[src/verilog/tap_regs.svh]
// constants for the test access port block
`ifndef TAP_REGS_SVH
`define TAP_REGS_SVH
`define IR_WIDTH       4
`define IR_RESET_VAL   4'h1
`define IR_CAPTURE_VAL 4'h1
`define IR_BYPASS_VAL  4'hf
`define LBUS_RST_CYC   8'h10
`define LBUS_RST_WIDTH 8
`endif

[src/verilog/tap_pkg.sv]
// types shared by the test access port block
package tap_pkg;
   // gray codes along the shift-dr path
   typedef enum logic [3:0] {
      st_reset      = 4'h0,
      st_idle       = 4'h1,
      st_sel_dr     = 4'h3,
      st_cap_dr     = 4'h2,
      st_shift_dr   = 4'h6,
      st_exit1_dr   = 4'h7,
      st_pause_dr   = 4'h5,
      st_exit2_dr   = 4'h4,
      st_update_dr  = 4'hc,
      st_sel_ir     = 4'hd,
      st_cap_ir     = 4'hf,
      st_shift_ir   = 4'he,
      st_exit1_ir   = 4'ha,
      st_pause_ir   = 4'hb,
      st_exit2_ir   = 4'h9,
      st_update_ir  = 4'h8
   } tap_state_t;

   typedef struct packed {
      logic tck;
      logic tms;
      logic tdi;
   } link_in_t;

   typedef struct packed {
      logic tdo;
      logic tdo_oe_n;
   } link_out_t;
endpackage

[src/verilog/tap_fsm.sv]
// sixteen-state test access port controller
`timescale 1ns/1ns
`default_nettype none
module tap_fsm (
   input  wire logic            clk,
   input  wire logic            reset,
   input  wire logic            trst_n,
   input  wire logic            step,
   input  wire logic            tms,
   output tap_pkg::tap_state_t  state
);
   typedef struct packed {
      tap_pkg::tap_state_t st;
   } fsm_t;
   fsm_t s_r, s_nxt;

   // next state from mode select, only on rising link clock
   always_comb begin
      s_nxt = s_r;
      if (step) begin
         case (s_r.st)
            tap_pkg::st_reset:     s_nxt.st = tms ? tap_pkg::st_reset : tap_pkg::st_idle;
            tap_pkg::st_idle:      s_nxt.st = tms ? tap_pkg::st_sel_dr : tap_pkg::st_idle;
            tap_pkg::st_sel_dr:    s_nxt.st = tms ? tap_pkg::st_sel_ir : tap_pkg::st_cap_dr;
            tap_pkg::st_cap_dr:    s_nxt.st = tms ? tap_pkg::st_exit1_dr : tap_pkg::st_shift_dr;
            tap_pkg::st_shift_dr:  s_nxt.st = tms ? tap_pkg::st_exit1_dr : tap_pkg::st_shift_dr;
            tap_pkg::st_exit1_dr:  s_nxt.st = tms ? tap_pkg::st_update_dr : tap_pkg::st_pause_dr;
            tap_pkg::st_pause_dr:  s_nxt.st = tms ? tap_pkg::st_exit2_dr : tap_pkg::st_pause_dr;
            tap_pkg::st_exit2_dr:  s_nxt.st = tms ? tap_pkg::st_update_dr : tap_pkg::st_shift_dr;
            tap_pkg::st_update_dr: s_nxt.st = tms ? tap_pkg::st_sel_dr : tap_pkg::st_idle;
            tap_pkg::st_sel_ir:    s_nxt.st = tms ? tap_pkg::st_reset : tap_pkg::st_cap_ir;
            tap_pkg::st_cap_ir:    s_nxt.st = tms ? tap_pkg::st_exit1_ir : tap_pkg::st_shift_ir;
            tap_pkg::st_shift_ir:  s_nxt.st = tms ? tap_pkg::st_exit1_ir : tap_pkg::st_shift_ir;
            tap_pkg::st_exit1_ir:  s_nxt.st = tms ? tap_pkg::st_update_ir : tap_pkg::st_pause_ir;
            tap_pkg::st_pause_ir:  s_nxt.st = tms ? tap_pkg::st_exit2_ir : tap_pkg::st_pause_ir;
            tap_pkg::st_exit2_ir:  s_nxt.st = tms ? tap_pkg::st_update_ir : tap_pkg::st_shift_ir;
            tap_pkg::st_update_ir: s_nxt.st = tms ? tap_pkg::st_sel_dr : tap_pkg::st_idle;
            default:               s_nxt.st = tap_pkg::st_reset;
         endcase
      end
   end

   // test reset clears the controller without waiting for any edge
   always_ff @(posedge clk or negedge trst_n) begin
      if (!trst_n) begin
         s_r.st <= tap_pkg::st_reset;
      end else if (reset) begin
         s_r.st <= tap_pkg::st_reset;
      end else begin
         s_r <= s_nxt;
      end
   end

   assign state = s_r.st;
endmodule
`default_nettype wire

[src/verilog/tap_port.sv]
// boundary-scan test access port: link sampling, shift paths, serial output
//
// What this block does
// - mode select sampled each rising test clock
// - data input captured rising edge while shifting
// - data output driven falling edge while shifting
// - data output floats outside shift states
// - test reset clears controller immediately
// - undriven data and mode inputs read high
// - local bus reset output informs bus devices
//
// how it hangs together
// - link pins pass the pull-up mux and two flops before any other logic
// - the link clock is only sampled, never used as a clock
// - edge detect compares stage two with its own delay
// - a rise steps the controller and the shift paths
// - a fall only updates the serial output pair
// - the output pair changes about three clocks after a fall
//
// limits
// - tck phases under one clock can go unseen
// - tck should stay well below clk
// - only the one-bit bypass data path exists
// - instruction value is held, not decoded here
// - capture and reset values of the instruction are arbitrary
// - tdo is forced low while released
//
// reset
// - system reset clears most registers here; ir, tdo_oe_n, lrst_cnt, dinit1, dinit2 load set values
// - test reset reaches only the controller, at once
// - the instruction reloads on the next rise in reset state
// - serial output floats after system reset
//
// local bus reset
// - held low through system reset
// - stretched for a fixed count after each request
// - a new request restarts the count
//
// pull-up model
// - a low driven flag means the pins float
// - floating mode select and data read as one
// - five rises with floating pins reach reset
//
// debugger init
// - a static level, synchronised only
// - no edge of it starts anything
// - reads inactive through reset, pin high
//
// timing walk, shift-dr
// - rise in capture clears bypass
// - first fall in shift drives bypass out
// - each rise takes tdi into bypass
// - next fall shows that bit on tdo
// - rise with mode select high leaves shift
// - next fall releases tdo
//
// trade-offs
// - sampling costs latency but avoids a second clock domain
// - state output is one clock late to stay registered
// - one struct of state keeps reset and next value together
`timescale 1ns/1ns
`default_nettype none
`include "tap_regs.svh"
module tap_port #(
   parameter int IR_W = `IR_WIDTH
) (
   input  wire logic                clk,
   input  wire logic                reset,
   input  wire tap_pkg::link_in_t   link_in,
   input  wire logic                link_in_driven,
   input  wire logic                trst_n,
   input  wire logic                debugger_init_in_n,
   input  wire logic                lbus_reset_req,
   output tap_pkg::link_out_t       link_out,
   output logic                     lbus_reset_out_n,
   output logic                     debug_init_active,
   output logic [IR_W-1:0]          instr_out,
   output tap_pkg::tap_state_t      tap_state_out
);
   typedef struct packed {
      tap_pkg::link_in_t   s1;
      tap_pkg::link_in_t   s2;
      logic                tck_d;
      logic                dinit1;
      logic                dinit2;
      logic [IR_W-1:0]     ir_sh;
      logic [IR_W-1:0]     ir;
      logic                byp;
      logic                tdo;
      logic                tdo_oe_n;
      logic [`LBUS_RST_WIDTH-1:0] lrst_cnt;
      logic                lrst_n;
      tap_pkg::tap_state_t st_q;
   } port_t;

   port_t               r_r, r_nxt;
   tap_pkg::tap_state_t state;
   tap_pkg::link_in_t   pin;
   logic                rise;
   logic                fall;

   // undriven pins fall to the internal pull-up level
   always_comb begin
      pin = link_in;
      if (!link_in_driven) begin
         pin.tms = 1'b1;
         pin.tdi = 1'b1;
      end
   end

   // edges of the sampled link clock; stage one is never looked at
   assign rise = r_r.s2.tck & ~r_r.tck_d;
   assign fall = ~r_r.s2.tck & r_r.tck_d;

   // controller steps on detected rises only
   tap_fsm u_fsm (
      .clk    (clk),
      .reset  (reset),
      .trst_n (trst_n),
      .step   (rise),
      .tms    (r_r.s2.tms),
      .state  (state)
   );

   // true in either shift state
   function automatic logic is_shift(input tap_pkg::tap_state_t s);
      is_shift = (s == tap_pkg::st_shift_dr) || (s == tap_pkg::st_shift_ir);
   endfunction

   always_comb begin
      r_nxt       = r_r;
      r_nxt.s1    = pin;
      r_nxt.s2    = r_r.s1;
      r_nxt.tck_d = r_r.s2.tck;
      // static level, only synchronised, never edge-detected
      r_nxt.dinit1 = debugger_init_in_n;
      r_nxt.dinit2 = r_r.dinit1;
      r_nxt.st_q   = state;

      // actions belong to the state the rise leaves
      if (rise) begin
         case (state)
            // reset state reloads the instruction
            tap_pkg::st_reset: begin
               r_nxt.ir = IR_W'(`IR_RESET_VAL);
            end
            // fixed pattern goes into the shifter
            tap_pkg::st_cap_ir: begin
               r_nxt.ir_sh = IR_W'(`IR_CAPTURE_VAL);
            end
            // bypass always captures zero
            tap_pkg::st_cap_dr: begin
               r_nxt.byp = 1'b0;
            end
            // lsb leaves first, tdi enters at the top
            tap_pkg::st_shift_ir: begin
               r_nxt.ir_sh = {r_r.s2.tdi, r_r.ir_sh[IR_W-1:1]};
            end
            // one-bit data path
            tap_pkg::st_shift_dr: begin
               r_nxt.byp = r_r.s2.tdi;
            end
            // shifted value becomes the instruction
            tap_pkg::st_update_ir: begin
               r_nxt.ir = r_r.ir_sh;
            end
            // all other states hold
            default: begin
               r_nxt.byp = r_r.byp;
            end
         endcase
      end

      // output changes only on falling link clock edges
      if (fall) begin
         if (is_shift(state)) begin
            r_nxt.tdo_oe_n = 1'b0;
            r_nxt.tdo = (state == tap_pkg::st_shift_ir) ? r_r.ir_sh[0] : r_r.byp;
         end else begin
            r_nxt.tdo_oe_n = 1'b1;
            r_nxt.tdo      = 1'b0;
         end
      end

      // stretch the local bus reset so slow devices see it
      if (lbus_reset_req) begin
         r_nxt.lrst_cnt = `LBUS_RST_CYC;
         r_nxt.lrst_n   = 1'b0;
      end else if (r_r.lrst_cnt != '0) begin
         r_nxt.lrst_cnt = r_r.lrst_cnt - 1'b1;
         r_nxt.lrst_n   = 1'b0;
      end else begin
         r_nxt.lrst_n = 1'b1;
      end
   end

   // trst only touches the controller; the rest follows system reset
   always_ff @(posedge clk) begin
      if (reset) begin
         r_r          <= '0;
         r_r.ir       <= IR_W'(`IR_RESET_VAL);
         r_r.tdo_oe_n <= 1'b1;
         r_r.lrst_cnt <= `LBUS_RST_CYC;
         r_r.lrst_n   <= 1'b0;
         r_r.dinit1   <= 1'b1;
         r_r.dinit2   <= 1'b1;
      end else begin
         r_r <= r_nxt;
      end
   end

   // every output straight from a register, except debug_init_active, which goes through an inverter
   assign link_out.tdo      = r_r.tdo;
   assign link_out.tdo_oe_n = r_r.tdo_oe_n;
   assign lbus_reset_out_n  = r_r.lrst_n;
   assign debug_init_active = ~r_r.dinit2;
   assign instr_out         = r_r.ir;
   assign tap_state_out     = r_r.st_q;
endmodule
`default_nettype wire

[config.mk]
export PLATFORM = sky130hd
export DESIGN_NAME = tap_port
export DESIGN_NICKNAME = d
export VERILOG_FILES = /design/src/verilog/tap_pkg.sv /design/src/verilog/tap_fsm.sv /design/src/verilog/tap_port.sv
export VERILOG_INCLUDE_DIRS = /design/src /design/src/verilog
export SDC_FILE = /design/constraint.sdc
export NUM_CORES = 1
export LEC_CHECK = 0
export BUFFER_PORTS_ARGS = -buffer_cell sky130_fd_sc_hd__clkbuf_2
export CAP_MARGIN = 10
export CORE_ASPECT_RATIO = 0.7
export CORE_UTILIZATION = 50
export CTS_CLUSTER_SIZE = 28
export DETAILED_ROUTE_END_ITERATION = 10
export GPL_TIMING_DRIVEN = 0
export PLACE_DENSITY = 0.72
export SLEW_MARGIN = 10
export SYNTH_ARGS = -nofsm -noshare
export SYNTH_HDL_FRONTEND = slang
export SYNTH_SLANG_ARGS = --single-unit
[constraint.sdc]
create_clock -name clk -period 2.4 [get_ports clk]
set_input_delay 0.48 -clock clk [delete_from_list [all_inputs] [get_ports clk]]
set_output_delay 0.48 -clock clk [all_outputs]
set_load 0.01 [all_outputs]
==> metrics, run 1 <==
worst r2r src=u_fsm.state[2]$_DFFE_PN0P_; CORE AREA=0.00319 mm2; crit path kind=register to register; Longest Clk Path Bufs=2; CTS Buf Count=5; CTS tree=yes; clock latency on the worst-skew pair=0.28 ns; FF-to-FF End=u_fsm.state[1]$_DFFE_PN0P_; Pwr Total=around 1.2 mW; startpoint type of the worst setup path=register; WHS Path Cells=2; number of global-route vias before repair=1212; fmax=0.698 GHz; worst-path maximum fanout=10; non-filler instance count after layout=255; # rows=17; Seq/Total Area, Yosys=0.446; cells after synthesis=189; Pleak=~0.83 nW; max-slew violation count=0; worst vdd ir=approximately 0.35 mV; routed len/inst=approximately 12 um; post-CTS resize count=0; Post-Synthesis Net Count=200; Synth area leader=dfxtp_1; Yosys top cell area share=0.387; GRT overflow=0; Root Driver=clkbuf_8; first-pass GRT wire length=5510 um; Post-CTS Hold Buffers=1; Power Density=roughly 630 mW/mm2; Chip Height=50.9 um; r2r worst-path depth=5; share of cells above drive strength 1=0.230; antenna violations before repair=0; dpl cells=247; die area=0.00365 mm2; CTS sink cnt=37; final hold violations=0; MaxCap Viol Count=0; clock slew at reported path FFs=about 0.060 ns; commonest non-fill, non-tap cell in the layout=dfxtp_1; most frequent cells in the layout=dfxtp_1 (33), nor2_1 (25), clkbuf_2 (20); Die Wd=around 70 um; initial drt markers=95; via count=roughly 1300; min-delay src=debugger_init_in_n; Post-CTS Setup Inserts=0; Post-DRT Antenna Nets=0; final WL=3040 um; Final Net Count=228; Synth area leaders=dfxtp_1 (39%), dfrtp_1 (5.9%), nor2_1 (5.5%); largest net degree at the start of global routing=11; Slew HR=0.662; Cell Area, Synth=about 0.0017 mm2; Distinct cells, synth=40; total I/O pin count=21; Placer Congestion=~0.84; register bit total from synthesis=37; outcome=complete, no violations; HPWL Detailed=2290 um; final setup violation count=0; RSZ-0062 raised after global routing=false; GR Util All Layers=0.199; DRT Pass-1 Iters=4; ant diodes=0; Final period util=0.597; CP arrival=around 1.6 ns; critical path endpoint category=register; WHS Endpoint=r_nxt[24]$_SDFF_PP1_; initial core utilization=0.535; Period minus WS final=roughly 1.4 ns; Via density=5.15; worst slew pin tran=a little over 0.5 ns; CP required=2.57 ns; Syn. warnings=0; port bufs=20; DRC viols=0; area delta synth->final=14.3%; skew final=~0.0022 ns; FF-to-FF setup slack=just under 1 ns; Final TNS setup=0 ns; Syn Area/Cell=9.03 um2; # fillers=287; CTS H-tree depth=2; worst hold path type=primary input to register
cell families after synthesis:
kind of cell               count (synthesis)  synth area share
AOI/OAI and AO/OA                         29             0.109
xor gates and xnor gates                   4            0.0205
adders and majority gates                  2            0.0147
buffers and inverters                     27            0.0909
DFF                                       37             0.446
muxes                                      8            0.0484
and+or+nand+nor                           82             0.271
synthesized netlist by cell type:
master,count
o21ai_1,2
nor4_1,2
a221oi_1,1
and2_1,1
o21bai_1,2
buf_2,4
buf_4,11
nor4_2,3
dfxtp_1,33
a21oi_1,11
nor4b_1,1
a21o_1,1
a211oi_1,3
ha_1,2
nor2b_1,14
xor2_1,2
nand3_1,5
nor3b_1,1
inv_1,7
nor3_1,2
dfrtp_1,4
a311oi_1,1
o2111a_1,1
nor3_4,1
o21ai_0,4
nor2_1,25
xnor2_1,2
a211o_1,1
or4_4,1
nand3b_1,2
or2_1,3
mux2_2,2
nand2b_1,9
a32oi_1,1
clkbuf_1,4
o311a_1,1
buf_6,1
nand2_1,11
mux2i_1,6
nand2b_4,1
flip-flops by register name, summed over array words and instances, names as in the netlist:
register and count:
r_nxt 5, u_fsm.state 4, instr_out 4, link_out 2
lbus_reset_out_n 1, tap_state_out 4, r_r 17
power breakdown:
part	internal [mW]	switching, mW	leakage [nW]
clock network	0.227	0.189	0.0443
logic	0.0690	0.0808	0.463
registers	0.639	0.0191	0.324
routing by layer:
| metal | GRT usage | wire (um) | part of all wire |
|---|---|---|---|
| met4 | 0.0392 | 19 | 0.0063 |
| met5 | 0 | 0 | 0 |
| met2 | 0.285 | 1320 | 0.44 |
| met1 | 0.289 | 1550 | 0.51 |
| met3 | 0.0710 | 143 | 0.047 |
area by class of cell:
cell class	instances	area, um2	area share
Tap cell	38	47.5	0.0244
Timing Repair Buffer	21	110	0.0564
Inverter	7	26.3	0.0135
Clock buffer	7	86.3	0.0443
Multi-Input combinational cell	125	791	0.405
Sequential cell	37	761	0.390
Buffer	20	129	0.0661
how the worst max path moves through the flow:
stage	start	endpoint	slack, ns	cells past startpoint
finish	u_fsm.state[2]$_DFFE_PN0P_	u_fsm.state[1]$_DFFE_PN0P_	0.97	5
floorplan	u_fsm.state[0]$_DFFE_PN0P_	instr_out[0]$_SDFFE_PP1P_	1.07	4
detailed placement	reset	u_fsm.state[1]$_DFFE_PN0P_	0.75	4
global placement	reset	u_fsm.state[1]$_DFFE_PN0P_	0.75	4
global route	r_r[5]$_SDFFE_PP0N_	r_r[10]$_SDFFE_PP0N_	0.79	6
CTS	u_fsm.state[2]$_DFFE_PN0P_	u_fsm.state[1]$_DFFE_PN0P_	0.97	5
per-stage QoR:
| stage | utilization | hold slack (ns) | instance area (um2) | worst slack, ns |
|---|---|---|---|---|
| after global placement | 0.581 | 0.285 | 1850 | 0.749 |
| after CTS | 0.611 | 0.365 | 1950 | 0.970 |
| after global routing | 0.611 | 0.357 | 1950 | 0.790 |
| final | 0.611 | 0.376 | 1950 | 0.968 |
| after floorplan | - | 0.184 | 1710 | 1.07 |
| after detailed placement | 0.581 | 0.290 | 1850 | 0.750 |
critical path, stage by stage (launching register included):
cell and delay, ns:
dfrtp_1 0.44, buf_4 0.21, nor2_1 0.13, mux2_2 0.18, nand3b_1 0.08, a211oi_1 0.29
Power figures use the tool's default switching activity.
==> inputs of run 2 (changes only) <==
- clock period: 2.4 -> 1.5 ns (I/O delays scaled with it)
==> run 2 against run 1 <==
  * Clock power rose by 59%
  * Non-clock buffer count unchanged
  * Global-route usage is the same
  * Register-to-register slack got worse by 0.88 ns
  * Maximum frequency rose by 1.3%
  * Critical path type unchanged
==> metrics, run 2 (synthesis gave the netlist of run 1 again) <==
Longest Clk Path Bufs=2 (unchanged); Slew HR=0.660 (was 0.662); via count=1324 (was 1314); FF-to-FF setup slack=0.09 ns (was 0.97 ns); worst slew pin tran=0.506 ns (was 0.503 ns); Power Density=996 mW/mm2 (was 627 mW/mm2); worst r2r src=u_fsm.state[1]$_DFFE_PN0P_ (was u_fsm.state[2]$_DFFE_PN0P_); GRT overflow=0 (unchanged); Chip Height=50.9 um (unchanged); startpoint type of the worst setup path=register (unchanged); Final Net Count=228 (unchanged); cell-internal power=1.50 mW (was 0.935 mW); Root Driver=clkbuf_8 (unchanged); switching portion of total power=0.237 (was 0.236); area delta synth->final=15.6% (was 14.3%); WHS Path Cells=2 (unchanged); GR Util All Layers=0.199 (unchanged); Via density=5.19 (was 5.15); CTS sink cnt=37 (unchanged); outcome=complete, no violations (unchanged); initial core utilization=0.535 (unchanged); final setup violation count=0 (unchanged); worst-path maximum fanout=8 (was 10); combinational cell fraction of total power=0.127 (was 0.122); CP arrival=1.58 ns (was 1.60 ns); Post-CTS Setup Inserts=0 (unchanged); Final TNS setup=0 ns (unchanged); Sw Pwr=0.466 mW (was 0.288 mW); FF-to-FF End=instr_out[0]$_SDFFE_PP1P_ (was u_fsm.state[1]$_DFFE_PN0P_); die area=0.00365 mm2 (unchanged); Post-DRT Antenna Nets=0 (unchanged); clock latency on the worst-skew pair=0.28 ns (about the same); CTS Buf Count=5 (unchanged); Largest register FFs=17 (unchanged); Die Wd=71.8 um (unchanged); MaxCap Viol Count=0 (unchanged); sequential power share=0.536 (was 0.538); Period minus WS final=1.41 ns (was 1.43 ns); Placer Congestion=0.844 (unchanged); most frequent cells in the layout=dfxtp_1 (33), nor2_1 (24), clkbuf_2 (20) (was dfxtp_1 (33), nor2_1 (25), clkbuf_2 (20)); routed len/inst=12.2 um (was 11.9 um); RSZ-0062 raised after global routing=false (unchanged); crit path kind=register to register (unchanged); worst hold path type=primary input to register (unchanged); CP required=1.66 ns (was 2.57 ns); CTS tree=yes (unchanged); commonest non-fill, non-tap cell in the layout=dfxtp_1 (unchanged); ant diodes=0 (unchanged); worst vdd ir=0.557 mV (was 0.346 mV); worst setup path startpoint=u_fsm.state[1]$_DFFE_PN0P_ (was u_fsm.state[2]$_DFFE_PN0P_); first-pass GRT wire length=5510 um (unchanged); largest net degree at the start of global routing=11 (unchanged); crit path to=instr_out[0]$_SDFFE_PP1P_ (was u_fsm.state[1]$_DFFE_PN0P_); skew final=0.00226 ns (was 0.00219 ns); clock slew at reported path FFs=0.06 ns (about the same); Clk pwr share=0.337 (was 0.340); share of cells above drive strength 1=0.258 (was 0.230); Pleak=0.835 nW (was 0.832 nW); HPWL Detailed=2290 um (unchanged); number of global-route vias before repair=1212 (unchanged); CTS H-tree depth=2 (unchanged); port bufs=20 (unchanged); max-slew violation count=0 (unchanged); total I/O pin count=21 (unchanged); fmax=0.707 GHz (was 0.698 GHz); final hold violations=0 (unchanged); r2r worst-path depth=3 (was 5); DRT Pass-1 Iters=4 (unchanged); antenna violations before repair=0 (unchanged); # rows=17 (unchanged); final WL=3100 um (was 3040 um); DRC viols=0 (unchanged); Biggest register=r_r (unchanged); Final period util=0.943 (was 0.597); critical path endpoint category=register (unchanged); Finished Core Util=0.618 (was 0.611); CORE AREA=0.00319 mm2 (unchanged); initial drt markers=83 (was 95)
run 2: through the flow:
step | power (mW) | instances | area, um2 | hold slack [ns] | setup WS [ns]
2_1_floorplan | 1.25 | 189 | 1710 | 0.00441 | 0.174
5_1_grt | 2.09 | 255 | 1970 | 0.177 | 0.00782
6_report | 1.97 | 255 | 1970 | 0.197 | 0.0860
4_1_cts | 1.98 | 255 | 1950 | 0.185 | 0.0696
3_5_place_dp | 1.31 | 247 | 1850 | 0.110 | 0.0305
3_3_place_gp | 1.30 | 247 | 1850 | 0.105 | 0.0289
run 2: layer usage:
metal  track usage  share of wire
met1         0.289           0.52
met5             0              0
met4        0.0392              0
met3        0.0710          0.048
met2         0.285           0.44
run 2: area by class of cell:
| class | count | area [um2] |
|---|---|---|
| fill | 290 | 1220 |
| buffer | 20 | 129 |
| clock buffer | 7 | 86.3 |
| sequential | 37 | 762 |
| inverter | 7 | 26.3 |
| multi-input combinational | 125 | 812 |
| tap | 38 | 47.5 |
| timing repair buffer | 21 | 110 |
run 2: how the worst min path moves through the flow:
stage,slack [ns],end,startpoint
2_1_floorplan,0.004,u_fsm.state[0]$_DFFE_PN0P_,trst_n
3_3_place_gp,0.10,u_fsm.state[1]$_DFFE_PN0P_,trst_n
3_5_place_dp,0.11,u_fsm.state[2]$_DFFE_PN0P_,trst_n
4_1_cts,0.18,r_nxt[24]$_SDFF_PP1_,debugger_init_in_n
5_1_grt,0.18,r_nxt[24]$_SDFF_PP1_,debugger_init_in_n
6_report,0.20,r_nxt[24]$_SDFF_PP1_,debugger_init_in_n
run 2: power groups by stage:
| stage | Sequential [mW] | Clock, mW | Combinational (mW) |
|---|---|---|---|
| 3_5_place_dp | 1.07 | 0 | 0.238 |
| 5_1_grt | 1.06 | 0.752 | 0.281 |
| 4_1_cts | 1.05 | 0.691 | 0.241 |
| 3_3_place_gp | 1.07 | 0 | 0.229 |
| 2_1_floorplan | 1.07 | 0 | 0.184 |
| 6_report | 1.05 | 0.663 | 0.249 |
run 2: critical path, cell delays in order, from the launching register on:
cell and delay (ns):
dfrtp_1 0.46, or4_4 0.59, nor4_2 0.16, o21bai_1 0.09
run 2: repair_timing:
action	in CTS	in global routing
endpoints found under the hold margin	4	0
hold buffers	1	0
endpoints found under the setup margin	0	10
resized for setup	0	6
==> inputs of run 3 (changes only) <==
- ABC_AREA: default -> 1
==> run 3 against run 2 <==
  * Sequential power is essentially flat
  * Non-clock buffer count shrank 5
  * Routed wire length grew 6.1%
  * Power shrank 4.6%
  * Via count grew 12%
  * Clock skew grew 0.0062 ns
  * Clock power is essentially flat
  * Die area shrank 0.57%
  * Hold slack lost 0.0066 ns
  * Flip-flop and latch count is the same
  * Largest cell class is now registers
==> metrics, run 3 <==
worst hold path type=primary input to register (unchanged); skew final=0.00841 ns (was 0.00226 ns); max-slew violation count=0 (unchanged); complex-gate fraction of the synthesized area=0.0944 (was 0.109); ys flop type=dfxtp_1 (unchanged); crit path to=instr_out[3]$_SDFFE_PP0P_ (was instr_out[0]$_SDFFE_PP1P_); first-pass GRT wire length=5610 um (was 5510 um); Final TNS setup=0 ns (unchanged); worst-path maximum fanout=8 (unchanged); Largest register FFs=17 (unchanged); area delta synth->final=14.7% (was 15.6%); worst vdd ir=0.665 mV (was 0.557 mV); critical path endpoint category=register (unchanged); worst r2r src=u_fsm.state[0]$_DFFE_PN0P_ (was u_fsm.state[1]$_DFFE_PN0P_); register bit total from synthesis=37 (unchanged); HPWL Detailed=2430 um (was 2290 um); startpoint type of the worst setup path=register (unchanged); Via density=4.99 (was 5.19); routed len/inst=11.1 um (was 12.2 um); Synth area leaders=dfxtp_1 (39%), nand2_1 (12%), nor2_1 (6.6%) (was dfxtp_1 (39%), dfrtp_1 (5.9%), nor2_1 (5.5%)); crit path kind=register to register (unchanged); mux share of post-synthesis cell area=0 (was 0.0484); outcome=complete, no violations (unchanged); Period minus WS final=1.34 ns (was 1.41 ns); non-filler instance count after layout=298 (was 255); Post-DRT Antenna Nets=0 (unchanged); Final Net Count=270 (was 228); die area=0.00363 mm2 (was 0.00365 mm2); final WL=3290 um (was 3100 um); r2r worst-path depth=6 (was 3); most frequent cells in the layout=nand2_1 (55), dfxtp_1 (33), inv_1 (29), nor2_1 (29), clkbuf_2 (20) (was dfxtp_1 (33), nor2_1 (24), clkbuf_2 (20)); most frequent cells after synthesis=nand2_1 (55), dfxtp_1 (33), nor2_1 (30) (was dfxtp_1 (33), nor2_1 (25), nor2b_1 (14)); worst setup margin=0.162 ns (was 0.0860 ns); Synth async-reset ratio=0.108 (unchanged); DP Worst Slack=0.171 ns (was 0.0305 ns); CP required=1.73 ns (was 1.66 ns); Distinct cells, synth=25 (was 40); Final period util=0.892 (was 0.943); clock slew at reported path FFs=0.07 ns (was 0.06 ns); initial core utilization=0.532 (was 0.535); via count=1486 (was 1324); Root Driver=clkbuf_8 (unchanged); antenna violations before repair=0 (unchanged); most used cell, CP=nor2_4; final hold violations=0 (unchanged); post-synthesis xor/xnor area fraction=0.0155 (was 0.0205); ant diodes=0 (unchanged); clock latency on the worst-skew pair=0.29 ns (was 0.28 ns); number of flops mapped to enable cells by yosys=0 (unchanged); CTS tree=yes (unchanged); Pwr Total=1.88 mW (was 1.97 mW); MaxCap Viol Count=0 (unchanged); DRC viols=0 (unchanged); CP arrival=1.56 ns (was 1.58 ns); Longest Clk Path Bufs=2 (unchanged); FF-to-FF setup slack=0.16 ns (was 0.09 ns); Pleak=0.911 nW (was 0.835 nW); hold_ws=0.191 ns (was 0.197 ns); initial drt markers=130 (was 83); Post-Synth Adder-Cell Area=0.0147 (about the same); combinational family with the most area after synthesis=simple AND/OR/NAND/NOR gates (unchanged); Power Density=963 mW/mm2 (was 996 mW/mm2); Chip Height=50.7 um (was 50.9 um); slowest CP cell=dfrtp_1 (was or4_4); DRT Pass-1 Iters=4 (unchanged); CTS H-tree depth=2 (unchanged); CTS Buf Count=5 (unchanged); worst path cell trace=buf_4, nor2_4, nand3_2, nor2_4, nand2_1, a21oi_1 (was or4_4, nor4_2, o21bai_1); worst setup path startpoint=u_fsm.state[0]$_DFFE_PN0P_ (was u_fsm.state[1]$_DFFE_PN0P_); worst slew pin tran=0.498 ns (was 0.506 ns); Syn. warnings=0 (unchanged); # fillers=306 (was 290); GRT overflow=0 (unchanged); Die Wd=71.6 um (was 71.8 um); CORE AREA=0.00319 mm2 (unchanged); Slew HR=0.665 (was 0.660); Cell Area, Synth=0.00170 mm2 (was 0.00171 mm2); largest net degree at the start of global routing=13 (was 11); cells after synthesis=231 (was 189); Post-CTS Setup Inserts=0 (unchanged); Simple-Gate Fraction of Synth Area=0.294 (was 0.271); # rows=17 (unchanged); count leader, synth=nand2_1 (was dfxtp_1); CTS sink cnt=37 (unchanged); GR Util All Layers=0.206 (was 0.199); fmax=0.747 GHz (was 0.707 GHz); number of global-route vias before repair=1263 (was 1212); port bufs=20 (unchanged); final setup violation count=0 (unchanged); dpl cells=289 (was 247); total I/O pin count=21 (unchanged); commonest non-fill, non-tap cell in the layout=nand2_1 (was dfxtp_1); Post-Synthesis Net Count=242 (was 200); Yosys top cell area share=0.389 (was 0.387); share of cells above drive strength 1=0.204 (was 0.258); FF-to-FF End=instr_out[3]$_SDFFE_PP0P_ (was instr_out[0]$_SDFFE_PP1P_); Synth area leader=dfxtp_1 (unchanged); Max stage delay on crit path=0.36 ns (was 0.59 ns); Placer Congestion=0.879 (was 0.844); Biggest register=r_r (unchanged); Seq/Total Area, Yosys=0.448 (was 0.446); Syn Area/Cell=7.34 um2 (was 9.03 um2)
==> run 3: worst max-delay path, delay by kind of cell (launching register included) <==
kind	cells	cell delay (ns)
AND/OR/NAND/NOR	4	0.64
flip-flops	1	0.36
AO/OA/AOI/OAI	1	0.11
buffers and inverters	1	0.17
==> run 3: worst min-delay path by stage <==
stage / cells past startpoint / slack, ns / start / end
floorplan: 0 / 0.004 / trst_n / u_fsm.state[0]$_DFFE_PN0P_
global route: 2 / 0.19 / debugger_init_in_n / r_nxt[24]$_SDFF_PP1_
global placement: 1 / 0.11 / trst_n / u_fsm.state[0]$_DFFE_PN0P_
detailed placement: 1 / 0.11 / trst_n / u_fsm.state[0]$_DFFE_PN0P_
finish: 2 / 0.19 / debugger_init_in_n / r_nxt[24]$_SDFF_PP1_
CTS: 2 / 0.19 / debugger_init_in_n / r_nxt[24]$_SDFF_PP1_
==> run 3: repair_timing <==
| item | 4_1_cts | 5_1_grt |
|---|---|---|
| endpoints found under the hold margin | 4 | 0 |
| hold buffers | 1 | 0 |
| endpoints found under the setup margin | 0 | 3 |
| gates resized for setup | 0 | 2 |
==> run 3: area by class of cell <==
cell class	instances	area (um2)	share of cell area
inverters	30	113	0.0578
well taps	38	47.5	0.0244
repair buffers	21	110	0.0566
multi-input cells	149	718	0.369
flip-flops and latches	37	761	0.391
clock inverters	3	16.3	0.00835
plain buffers	15	113	0.0578
clock buffers	5	68.8	0.0353
==> run 3: routing by layer <==
| metal | vias to the layer above | share of wire | global-route usage |
|---|---|---|---|
| met4 | 0 | 0.015 | 0.0915 |
| li1 | 773 | - | - |
| met3 | 5 | 0.052 | 0.0562 |
| met1 | 665 | 0.53 | 0.299 |
| met2 | 43 | 0.40 | 0.283 |
| met5 | - | 0 | 0 |
==> run 3: cells by family (layout without fill, tap and decap cells) <==
kind of cell    after synthesis  in the layout
flops                        37             37
simple gates                115            115
fa+ha+maj                     2              2
xor+xnor                      3              3
compound gates               29             29
buf+inv                      45             74
==> run 3: power breakdown <==
group	leakage (nW)	total, mW	internal [mW]	switching [mW]
registers	0.325	1.04	1.02	0.0237
clock network	0.0482	0.662	0.321	0.341
logic	0.538	0.173	0.0678	0.105
==> run 3: per-stage QoR <==
step	cell area (um2)	utilization
2_1_floorplan	1700	-
3_3_place_gp	1840	0.578
3_5_place_dp	1840	0.578
4_1_cts	1940	0.608
5_1_grt	1950	0.610
6_report	1950	0.610
